--- src/jps_pkg.sv ---
/*
 * jps_pkg: constants and types for the test-port to serial-programming
 * switch. Assumes a 4-bit instruction register and an 8-bit vendor
 * command register, both clocked from the sampled test clock.
 */
package jps_pkg;

    // instruction register
    localparam int IR_WIDTH = 4;
    localparam logic [3:0] IR_RESET = 4'h1;
    localparam logic [3:0] IR_CAPTURE = 4'h1;
    localparam logic [3:0] IR_VENDOR_CMD = 4'h8;

    // vendor command register
    localparam int CMD_WIDTH = 8;
    localparam logic [7:0] CMD_RESET = 8'h00;
    localparam logic [7:0] CMD_MASTER_RESET = 8'h01;
    localparam logic [7:0] CMD_PIN_REMAP = 8'h02;

    // synchroniser bit positions
    localparam int SYN_TCK = 0;
    localparam int SYN_TMS = 1;
    localparam int SYN_TDI = 2;
    localparam int SYN_WIDTH = 3;
    localparam logic [2:0] SYN_RESET = 3'h0;

    // tap controller states, gray steps in the order listed
    typedef enum logic [3:0] {
        TAP_RESET = 4'h0,
        TAP_IDLE = 4'h1,
        TAP_SEL_DR = 4'h3,
        TAP_CAP_DR = 4'h2,
        TAP_SHIFT_DR = 4'h6,
        TAP_EXIT1_DR = 4'h7,
        TAP_PAUSE_DR = 4'h5,
        TAP_EXIT2_DR = 4'h4,
        TAP_UPD_DR = 4'hC,
        TAP_SEL_IR = 4'hD,
        TAP_CAP_IR = 4'hF,
        TAP_SHIFT_IR = 4'hE,
        TAP_EXIT1_IR = 4'hA,
        TAP_PAUSE_IR = 4'hB,
        TAP_EXIT2_IR = 4'h9,
        TAP_UPD_IR = 4'h8
    } jps_tap_type;

endpackage

--- src/jps_cmd_reg.sv ---
/*
 * jps_cmd_reg: the 8-bit vendor command shift register with its
 * separate parallel latch. Assumes single-cycle capture, shift and
 * update strobes already qualified by the tap state and clock edges.
 */
`timescale 1ns/100ps

module jps_cmd_reg (
    // clock and resets
    input wire logic clk,
    input wire logic sys_rst,
    input wire logic tap_reset,
    // strobes from the tap controller
    input wire logic capture_en,
    input wire logic shift_en,
    input wire logic update_en,
    // serial path
    input wire logic tdi,
    output logic serial_out,
    // latched command
    output logic [7:0] cmd_q
);

    logic [7:0] shift_q;

    // shift stages: capture reloads the live command for readback
    always_ff @(posedge clk or posedge sys_rst) begin
        if (sys_rst) begin
            shift_q <= jps_pkg::CMD_RESET;
        end else if (capture_en) begin
            shift_q <= cmd_q;
        end else if (shift_en) begin
            shift_q <= {tdi, shift_q[7:1]}; // lsb first
        end
    end

    assign serial_out = shift_q[0];

    // separate latch, so partial patterns never act on logic
    always_ff @(posedge clk or posedge sys_rst) begin
        if (sys_rst) begin
            cmd_q <= jps_pkg::CMD_RESET;
        end else if (tap_reset) begin
            cmd_q <= jps_pkg::CMD_RESET;
        end else if (update_en) begin
            cmd_q <= shift_q;
        end
    end
endmodule

--- src/jps_switch.sv ---
/*
 * jps_switch: tap controller with instruction register, bypass and the
 * vendor command register; remaps the test pins onto the two-wire
 * programming engine. Assumes tck, tms and tdi are asynchronous pins
 * sampled by clk, which runs many times faster than tck.
 */
`timescale 1ns/100ps

module jps_switch (
    // clock and reset
    input wire logic clk,
    input wire logic sys_rst,
    // test port pins
    input wire logic tck,
    input wire logic tms,
    input wire logic tdi,
    output logic tdo_q,
    output logic tdo_oe_q,
    // two-wire programming engine side
    input wire logic prog_data_out,
    input wire logic prog_data_out_en,
    output logic prog_clock_pin_q,
    output logic prog_data_pin_q,
    output logic pin_remap_to_serial_prog_q,
    output logic enhanced_prog_allow_q,
    // device reset request
    output logic port_master_reset_cmd_q
);

    logic [2:0] syn1_q, syn2_q, syn3_q, pin_q, pin_d;
    logic tck_rise, tck_fall, tms_s, tdi_s;
    jps_pkg::jps_tap_type state_q, state_d;
    logic [3:0] ir_shift_q, ir_q;
    logic bypass_q, cmd_sout, sel_cmd;
    logic [7:0] cmd_q;

    // next tap state from tms
    function automatic jps_pkg::jps_tap_type tap_next(
        input jps_pkg::jps_tap_type s, input logic m);
        unique case (s)
            jps_pkg::TAP_RESET: tap_next = m ? jps_pkg::TAP_RESET
                                            : jps_pkg::TAP_IDLE;
            jps_pkg::TAP_IDLE: tap_next = m ? jps_pkg::TAP_SEL_DR
                                           : jps_pkg::TAP_IDLE;
            jps_pkg::TAP_SEL_DR: tap_next = m ? jps_pkg::TAP_SEL_IR
                                             : jps_pkg::TAP_CAP_DR;
            jps_pkg::TAP_CAP_DR: tap_next = m ? jps_pkg::TAP_EXIT1_DR
                                             : jps_pkg::TAP_SHIFT_DR;
            jps_pkg::TAP_SHIFT_DR: tap_next = m ? jps_pkg::TAP_EXIT1_DR
                                               : jps_pkg::TAP_SHIFT_DR;
            jps_pkg::TAP_EXIT1_DR: tap_next = m ? jps_pkg::TAP_UPD_DR
                                               : jps_pkg::TAP_PAUSE_DR;
            jps_pkg::TAP_PAUSE_DR: tap_next = m ? jps_pkg::TAP_EXIT2_DR
                                               : jps_pkg::TAP_PAUSE_DR;
            jps_pkg::TAP_EXIT2_DR: tap_next = m ? jps_pkg::TAP_UPD_DR
                                               : jps_pkg::TAP_SHIFT_DR;
            jps_pkg::TAP_UPD_DR: tap_next = m ? jps_pkg::TAP_SEL_DR
                                             : jps_pkg::TAP_IDLE;
            jps_pkg::TAP_SEL_IR: tap_next = m ? jps_pkg::TAP_RESET
                                             : jps_pkg::TAP_CAP_IR;
            jps_pkg::TAP_CAP_IR: tap_next = m ? jps_pkg::TAP_EXIT1_IR
                                             : jps_pkg::TAP_SHIFT_IR;
            jps_pkg::TAP_SHIFT_IR: tap_next = m ? jps_pkg::TAP_EXIT1_IR
                                               : jps_pkg::TAP_SHIFT_IR;
            jps_pkg::TAP_EXIT1_IR: tap_next = m ? jps_pkg::TAP_UPD_IR
                                               : jps_pkg::TAP_PAUSE_IR;
            jps_pkg::TAP_PAUSE_IR: tap_next = m ? jps_pkg::TAP_EXIT2_IR
                                               : jps_pkg::TAP_PAUSE_IR;
            jps_pkg::TAP_EXIT2_IR: tap_next = m ? jps_pkg::TAP_UPD_IR
                                               : jps_pkg::TAP_SHIFT_IR;
            jps_pkg::TAP_UPD_IR: tap_next = m ? jps_pkg::TAP_SEL_DR
                                             : jps_pkg::TAP_IDLE;
        endcase
    endfunction

    // three-stage pin synchroniser; syn1 feeds only syn2
    always_ff @(posedge clk or posedge sys_rst) begin
        if (sys_rst) begin
            syn1_q <= jps_pkg::SYN_RESET;
            syn2_q <= jps_pkg::SYN_RESET;
            syn3_q <= jps_pkg::SYN_RESET;
        end else begin
            syn1_q <= {tdi, tms, tck};
            syn2_q <= syn1_q;
            syn3_q <= syn2_q;
        end
    end

    // a pin level counts only once stages two and three agree
    always_comb begin
        for (int i = 0; i < jps_pkg::SYN_WIDTH; i++) begin
            pin_d[i] = (syn2_q[i] == syn3_q[i]) ? syn3_q[i] : pin_q[i];
        end
    end

    always_ff @(posedge clk or posedge sys_rst) begin
        if (sys_rst) begin
            pin_q <= jps_pkg::SYN_RESET;
        end else begin
            pin_q <= pin_d;
        end
    end

    assign tck_rise = pin_d[jps_pkg::SYN_TCK] & ~pin_q[jps_pkg::SYN_TCK];
    assign tck_fall = ~pin_d[jps_pkg::SYN_TCK] & pin_q[jps_pkg::SYN_TCK];
    assign tms_s = pin_q[jps_pkg::SYN_TMS];
    assign tdi_s = pin_q[jps_pkg::SYN_TDI];
    assign state_d = tap_next(state_q, tms_s);

    // tap controller steps on each rising test clock
    always_ff @(posedge clk or posedge sys_rst) begin
        if (sys_rst) begin
            state_q <= jps_pkg::TAP_RESET;
        end else if (tck_rise) begin
            state_q <= state_d;
        end
    end

    // instruction shift and update; tap reset restores the default
    always_ff @(posedge clk or posedge sys_rst) begin
        if (sys_rst) begin
            ir_shift_q <= jps_pkg::IR_RESET;
            ir_q <= jps_pkg::IR_RESET;
        end else if (state_q == jps_pkg::TAP_RESET) begin
            ir_q <= jps_pkg::IR_RESET;
        end else if (tck_rise && state_q == jps_pkg::TAP_CAP_IR) begin
            ir_shift_q <= jps_pkg::IR_CAPTURE;
        end else if (tck_rise && state_q == jps_pkg::TAP_SHIFT_IR) begin
            ir_shift_q <= {tdi_s, ir_shift_q[3:1]};
        end else if (tck_fall && state_q == jps_pkg::TAP_UPD_IR) begin
            ir_q <= ir_shift_q;
        end
    end

    // any other instruction sees the one-bit bypass stage
    always_ff @(posedge clk or posedge sys_rst) begin
        if (sys_rst) begin
            bypass_q <= 1'b0;
        end else if (tck_rise && state_q == jps_pkg::TAP_CAP_DR) begin
            bypass_q <= 1'b0;
        end else if (tck_rise && state_q == jps_pkg::TAP_SHIFT_DR) begin
            bypass_q <= tdi_s;
        end
    end

    assign sel_cmd = (ir_q == jps_pkg::IR_VENDOR_CMD);

    jps_cmd_reg u_cmd (
        .clk(clk),
        .sys_rst(sys_rst),
        .tap_reset(state_q == jps_pkg::TAP_RESET),
        .capture_en(sel_cmd && tck_rise
                    && state_q == jps_pkg::TAP_CAP_DR),
        .shift_en(sel_cmd && tck_rise
                  && state_q == jps_pkg::TAP_SHIFT_DR),
        .update_en(sel_cmd && tck_fall
                   && state_q == jps_pkg::TAP_UPD_DR),
        .tdi(tdi_s),
        .serial_out(cmd_sout),
        .cmd_q(cmd_q)
    );

    // tdo: scan data on falling tck, engine data once remapped
    always_ff @(posedge clk or posedge sys_rst) begin
        if (sys_rst) begin
            tdo_q <= 1'b0;
            tdo_oe_q <= 1'b0;
        end else if (pin_remap_to_serial_prog_q) begin
            tdo_q <= prog_data_out;
            tdo_oe_q <= prog_data_out_en;
        end else if (tck_fall) begin
            tdo_oe_q <= (state_q == jps_pkg::TAP_SHIFT_DR)
                     || (state_q == jps_pkg::TAP_SHIFT_IR);
            if (state_q == jps_pkg::TAP_SHIFT_IR) begin
                tdo_q <= ir_shift_q[0];
            end else begin
                tdo_q <= sel_cmd ? cmd_sout : bypass_q;
            end
        end
    end

    // remap and engine pins; the engine sees the filtered tck and tdi
    always_ff @(posedge clk or posedge sys_rst) begin
        if (sys_rst) begin
            pin_remap_to_serial_prog_q <= 1'b0;
            enhanced_prog_allow_q <= 1'b1;
            prog_clock_pin_q <= 1'b0;
            prog_data_pin_q <= 1'b0;
        end else begin
            pin_remap_to_serial_prog_q <=
                (cmd_q == jps_pkg::CMD_PIN_REMAP);
            enhanced_prog_allow_q <=
                (cmd_q != jps_pkg::CMD_PIN_REMAP);
            prog_clock_pin_q <= (cmd_q == jps_pkg::CMD_PIN_REMAP)
                             && pin_q[jps_pkg::SYN_TCK];
            prog_data_pin_q <= (cmd_q == jps_pkg::CMD_PIN_REMAP) && tdi_s;
        end
    end

    // master reset is a separate output, so the tap keeps running
    always_ff @(posedge clk or posedge sys_rst) begin
        if (sys_rst) begin
            port_master_reset_cmd_q <= 1'b0;
        end else begin
            port_master_reset_cmd_q <=
                (cmd_q == jps_pkg::CMD_MASTER_RESET);
        end
    end
endmodule

--- config.mk ---
export PLATFORM = sky130hd
export DESIGN_NAME = jps_switch
export DESIGN_NICKNAME = d
export VERILOG_FILES = /design/src/jps_pkg.sv /design/src/jps_cmd_reg.sv /design/src/jps_switch.sv
export SDC_FILE = /design/constraint.sdc
export NUM_CORES = 1
export LEC_CHECK = 0
export ABC_CLOCK_PERIOD_IN_PS = 1400
export BUFFER_PORTS_ARGS = -buffer_cell sky130_fd_sc_hd__buf_4
export CORE_MARGIN = 8
export CORE_UTILIZATION = 53
export CTS_CLUSTER_SIZE = 20
export DETAILED_ROUTE_END_ITERATION = 8
export GPL_TIMING_DRIVEN = 0
export PLACE_DENSITY_LB_ADDON = 0.1
export SLEW_MARGIN = 20
export SYNTH_ARGS = -nofsm -noshare
export SYNTH_HDL_FRONTEND = slang
export SYNTH_SLANG_ARGS = --single-unit
--- constraint.sdc ---
create_clock -name clk -period 1.4 [get_ports clk]
set_input_delay 0.14 -clock clk [delete_from_list [all_inputs] [get_ports clk]]
set_output_delay 0.14 -clock clk [all_outputs]
set_load 0.03 [all_outputs]
---- Word level (Yosys, flattened, before mapping) ----
Cells that the tools add are included.
storage, ports and cells
  register bits ........................... 48
  input port bits ......................... 7
  output and inout bits ................... 7
operators by class
  equality and inequality tests ........... 24
  mux-type cells .......................... 32
  bitwise logic cells ..................... 5
  reduce and logical (&&, ||, !) cells .... 25
operators with widths
  kind                  number
  $pmux W4 S12          1
  $mux W4               10
  $eq A4 B4 Y1 const B  9
  $mux W8               4
  $eq A4 B3 Y1 const B  4
  $logic_and A1 B1 Y1   12
  $mux W1               12
  $reduce_bool A2 Y1    6
  $eq A4 B2 Y1 const B  2
  $eq A8 B1 Y1 const B  1
  $eq A8 B2 Y1 const B  1
  $ne A8 B2 Y1 const B  1
  $mux W2               3
  $mux W3               2
  $eq A4 B1 Y1 const B  1
  $logic_not A4 Y1      1
  $ne A2 B1 Y1 const B  2
  $reduce_or A2 Y1      2
  $eq A1 B1 Y1          3
  $not A1 Y1            3
  $reduce_and A3 Y1     1
  $reduce_or A3 Y1      1
  $and A1 B1 Y1         2
  $reduce_and A2 Y1     1
  $logic_or A1 B1 Y1    1

---- Depth between registers and ports, before layout ----
  depth in word-level cells ............... 9
  mapped depth ............................ 5
  mapped depth without buffers ............ 4

---- Modules after synthesis ----
A second synthesis with hierarchy kept.
second synthesis, totals
  cell total of the unflattened synthesis .. 198
  area, all modules ....................... 2,152.1 um^2
by module, submodules not included
  module       instances  cells an instance  area each (um^2)  sequential area each (um^2)
  jps_switch   1          137                1,453.9           804.5
  jps_cmd_reg  1          61                 698.2             400.4

---- Worst setup path before layout ----
OpenSTA, ideal clock, no wires.
  path kind ............................... flip-flop to flip-flop
  start ................................... reg state_q[0]
  end ..................................... reg ir_q[1]
  setup time .............................. 0.130 ns
  arrival ................................. 1.234 ns
  data required time ...................... 1.270 ns
  path slack .............................. 0.036 ns
  stages on the path, launching flop included .. 5
  buffers on the path ..................... 1
  path through ............................ dfrtp_1 -> or4_1 -> buf_2 -> nand2_1 -> mux2i_1
on the way
  cells in the longest elaborated chain, start to end .. 4
  elaborated cells between the ends (all ways) .. 12
  classes of those cells .................. eq/ne: 5; mux: 1; reduce/logical: 6
RTL lines
  item                                                                 line                                                     source
  start, declared                                                      jps_switch.sv:32                                         jps_pkg::jps_tap_type state_q, state_d;
  start signal, assigned                                               jps_switch.sv:113                                        state_q <= jps_pkg::TAP_RESET;
  start signal, assigned                                               jps_switch.sv:115                                        state_q <= state_d;
  $eq A4 B4 Y1, on equally long branches                               jps_switch.sv:128, jps_switch.sv:126, jps_switch.sv:130
  $logic_and A1 B1 Y1, on equally long branches                        jps_switch.sv:128, jps_switch.sv:126, jps_switch.sv:130
  $ne A2 B1 Y1 (no source line) or $reduce_bool A2 Y1 (tied branches)  n/a
  $reduce_and A3 Y1 (no source line)                                   n/a
  end signal, assigned                                                 jps_switch.sv:123                                        ir_q <= jps_pkg::IR_RESET;
  end signal, assigned                                                 jps_switch.sv:125                                        ir_q <= jps_pkg::IR_RESET;
  end signal, assigned                                                 jps_switch.sv:131                                        ir_q <= ir_shift_q;
  end, declared                                                        jps_switch.sv:33                                         logic [3:0] ir_shift_q, ir_q;
Several ways; a longest one is shown, not always the timed one.
A chain may end at the register's enable or synchronous reset.

---- Worst setup path in the final report ----
  start ................................... reg state_q[3]
  end ..................................... reg u_cmd.cmd_q[5]
on the way
  cells in the longest elaborated chain, start to end .. 3
  elaborated cells between the ends (all ways) .. 5
  classes of those cells .................. eq/ne: 1; mux: 1; reduce/logical: 3
RTL lines
  item                                 line               source
  $eq A4 B4 Y1                         jps_switch.sv:157  && state_q == jps_pkg::TAP_UPD_DR),
  $logic_and A1 B1 Y1                  jps_switch.sv:157
  $reduce_bool A2 Y1 (no source line)  n/a
  end signal, assigned                 jps_cmd_reg.sv:42  cmd_q <= jps_pkg::CMD_RESET;
  end signal, assigned                 jps_cmd_reg.sv:44  cmd_q <= jps_pkg::CMD_RESET;
  end signal, assigned                 jps_cmd_reg.sv:46  cmd_q <= shift_q;
  end, declared                        jps_cmd_reg.sv:21  output logic [7:0] cmd_q
Several ways; a longest one is shown, not always the timed one.

==> reports/summary.json <==
{
  "run_status": {
    "outcome": "finished, violations left",
    "failed_checks": "negative setup slack"
  },
  "clocking": {
    "tritoncts": "done",
    "cts_max_path_buffers": 2,
    "clkLatencyLatePin_ns": 0.30,
    "depth_of_the_cts_h_tree": 2,
    "cts_made_buffers": 5,
    "clock_sink_count": 48,
    "clk_root_buffer_cell": "clkbuf_8",
    "clk_pin_slew_worst_paths_ns": 0.09
  },
  "worst_setup_path": {
    "reg2reg_setup_slack_ns": -0.06,
    "reg2reg_to": "u_cmd.cmd_q[5]$_DFFE_PP0P_",
    "timing.critical_path.from_type": "register",
    "timing_worst_setup_path_type": "reg2reg",
    "crit_path_start": "state_q[3]$_DFFE_PP0N_",
    "worst_path_dominant_cell_family": "simple AND/OR/NAND/NOR gates",
    "timing.reg2reg.worst_path_depth": 4,
    "r2r_start": "state_q[3]$_DFFE_PP0N_",
    "cp_data_arrival_time_ns": 1.64,
    "timing.critical_path.depth": 4,
    "worstSetupEndpoint": "u_cmd.cmd_q[5]$_DFFE_PP0P_",
    "critPathMaxStageDelay_ns": 0.58,
    "endpoint_kind_of_the_worst_setup_timing_path": "register",
    "critical_path.cell_chain": "or4_4 -> clkbuf_16 -> nand2_1 -> mux2i_1",
    "cp_max_fo": 5,
    "timing.critical_path.buf_inv": 1,
    "worst-endpoint-required_ns": 1.58,
    "critical_path.slowest_cell": "or4_4"
  },
  "run": {
    "max_cap_violations": 0
  },
  "sta": {
    "timing.hold.ws_ns": 0.06444,
    "max_freq_ghz": 0.6871,
    "fin_skew_ns": 0.009847,
    "tightestPinTransition_ns": 0.4635,
    "setup_ws_ns": -0.05540,
    "final_period_minus_worst_setup_slack_ns": 1.455,
    "number_of_failing_hold_endpoints_at_the_final_stage": 0,
    "finalCritPeriodShare_pct": 104.0,
    "grt_setup_unrepaired": "true",
    "timing.final.max_slew_violations": 0,
    "max-slew-margin-rel_pct": 69.06,
    "setup_viol_count_final": 12
  },
  "synth": {
    "postSynth.topFlopCell": "dfrtp_1",
    "syn_avg_cell_area_um2": 12.02,
    "synthDominantCellAreaShare_pct": 50.93,
    "syn-num-nets": 191,
    "synth-edff-count": 0,
    "ys_top_cells_by_area": "dfrtp_1 51%, mux2i_1 15%, dfstp_2 3.6%",
    "post_synth_cell_types": 45,
    "mappedNetlistArea_mm2": 0.002211,
    "synth_seq_cells": 48,
    "synth_area_leader_cell": "dfrtp_1",
    "synthCells": 184,
    "portion_of_the_post_synthesis_area_used_by_sequential_elements_pct": 54.50,
    "postSynth.asyncResetShare_pct": 100.0,
    "yosys_warnings": 0
  },
  "drt": {
    "route.vias.total": 1518,
    "vias_per_cell": 5.643,
    "wirelength_mm": 4.415,
    "route.antenna.remaining_nets": 0,
    "initialDrtViolationCount": 105,
    "route.detailed.wl_per_inst_um": 16.41,
    "drt_first_pass_iters": 4,
    "route.detailed.drc": 0
  },
  "die": {
    "floorplan.rows": 23,
    "die_w_um": 80.59,
    "die_height_um": 80.59,
    "core_mm2": 0.004000,
    "initial_utilization_pct": 55.27,
    "top_level_ports": 14,
    "die-area_mm2": 0.006494
  },
  "place": {
    "routabilityCongestion": 0.7938,
    "dp_cells": 248,
    "portBuffers": 13,
    "dp_hpwl_mm": 3.099
  },
  "final_layout": {
    "diodes": 0,
    "finish.net_count": 225,
    "final-instance-count-excl-fill": 269,
    "drive_gt1_share_pct": 29.22,
    "syn2layout_area_growth_pct": 22.69
  },
  "power_and_ir_drop": {
    "total_power_of_the_final_layout_mw": 3.485,
    "total_leakage_power_nw": 1.322,
    "power.density_mw_per_mm2": 1285,
    "power.ir.vdd_worst_uv": 792.5
  },
  "grt": {
    "number_of_antenna_violations_at_the_first_check_in_global_routing": 0,
    "global_route_wire_length_before_repair_mm": 7.452,
    "grt_start_max_net_pins": 29,
    "globalRoute.totalOverflow": 0,
    "grt_usage_pct": 15.08,
    "grt_pass1_vias": 1534
  },
  "min_path": {
    "min_path_type": "in2reg"
  }
}
flip-flops by register name (all words and copies together), names as in the netlist:
signal	count
syn3_q	3
prog_clock_pin_q	1
pin_q	3
ir_shift_q	4
pin_remap_to_serial_prog_q	1
syn2_q	3
port_master_reset_cmd_q	1
state_q	4
ir_q	4
bypass_q	1
prog_data_pin_q	1
u_cmd.cmd_q	8
syn1_q	3
tdo_q	1
u_cmd.shift_q	8
enhanced_prog_allow_q	1
tdo_oe_q	1
layout by cell type, fill, tap and decap left out, drive strengths merged, types with 2 or more instances in the layout:
cell type,count
clkbuf,11
dfstp,3
inv,17
a21boi,2
nand2,16
maj3,3
o21ai,2
buf,28
o31ai,2
and2,3
nor2,7
a221oi,3
nor4,3
dfrtp,45
dlygate4sd3,4
nand3b,2
nand4b,3
nor2b,3
nor3b,3
mux2i,34
and3b,3
cells in the mapped netlist, drive strengths merged (2+ instances only):
| cell type | count |
|---|---|
| nor4 | 3 |
| and3b | 3 |
| nor2 | 7 |
| buf | 7 |
| a21boi | 2 |
| dfstp | 3 |
| nand3b | 2 |
| clkbuf | 2 |
| inv | 17 |
| dfrtp | 45 |
| o31ai | 2 |
| and2 | 3 |
| o21ai | 2 |
| nand2 | 16 |
| nor3b | 3 |
| maj3 | 3 |
| mux2i | 34 |
| nand4b | 3 |
| a221oi | 3 |
| nor2b | 3 |
repair_timing:
action	CTS	global route
hold endpoints to repair	21	0
hold buffers	4	0
pin swaps	3	5
cloned	0	1
buffers inserted	6	2
gates resized for setup	14	17
endpoints found under the setup margin	28	30
logic make-up after synthesis:
family | Yosys count | synth area share [%]
compound gates | 18 | 6.509
flops | 48 | 54.50
fa+ha+maj | 3 | 1.358
simple gates | 54 | 16.81
mux | 35 | 15.90
buf+inv | 26 | 4.924
worst min-delay path, stage by stage:
cell and delay (ns):
buf_4 0.08, nand2_1 0.04, o21ai_0 0.06
metrics by stage:
stage                     cell area [µm²]   TNS, ns  worst slack (ns)  util [%]
after global placement               2371    -19.07           -0.3900     59.27
after detailed placement             2391    -2.043           -0.1378     59.77
after global routing                 2713   -0.9692          -0.07407     67.81
final                                2713   -0.4105          -0.05540     67.81
after CTS                            2611  -0.04621          -0.01717     65.28
after floorplan                      2211         0           0.03587         -
worst min-delay path by stage:
stage	from	endpoint	slack [ns]	cells after the start
floorplan	tck	syn1_q[0]$_DFF_PP0_	0.17	0
global placement	tms	syn1_q[1]$_DFF_PP0_	0.25	1
detailed placement	sys_rst	syn2_q[0]$_DFF_PP0_	0.20	2
CTS	prog_data_out_en	tdo_oe_q$_DFFE_PP0P_	0.05	3
global route	prog_data_out_en	tdo_oe_q$_DFFE_PP0P_	0.05	3
finish	prog_data_out_en	tdo_oe_q$_DFFE_PP0P_	0.06	3
metal layers:
layer | track usage, % | vias to the layer above | wire length [µm]
li1 | - | 713 | -
met2 | 22.77 | 40 | 2153
met1 | 19.43 | 763 | 2046
met5 | 0 | - | 0
met4 | 5.455 | 0 | 29
met3 | 5.246 | 2 | 186
layout make-up:
| type | instances | area [µm²] |
|---|---|---|
| inverter | 17 | 63.81 |
| clock inverter | 1 | 7.507 |
| buffer | 9 | 81.33 |
| clock buffer | 7 | 86.33 |
| sequential | 48 | 1209 |
| timing repair buffer | 27 | 259.0 |
| multi-input combinational | 110 | 943.4 |
| tap | 50 | 62.56 |
| fill | 292 | 1287 |
power breakdown:
part           leakage (nW)  internal [mW]  switching, mW  total [mW]
clock                0.0445          0.402          0.462       0.864
combinational         0.660          0.459          0.509       0.967
sequential            0.617           1.53          0.123        1.65
total                  1.32           2.39           1.09        3.49
(Power assumes the default switching activity.)
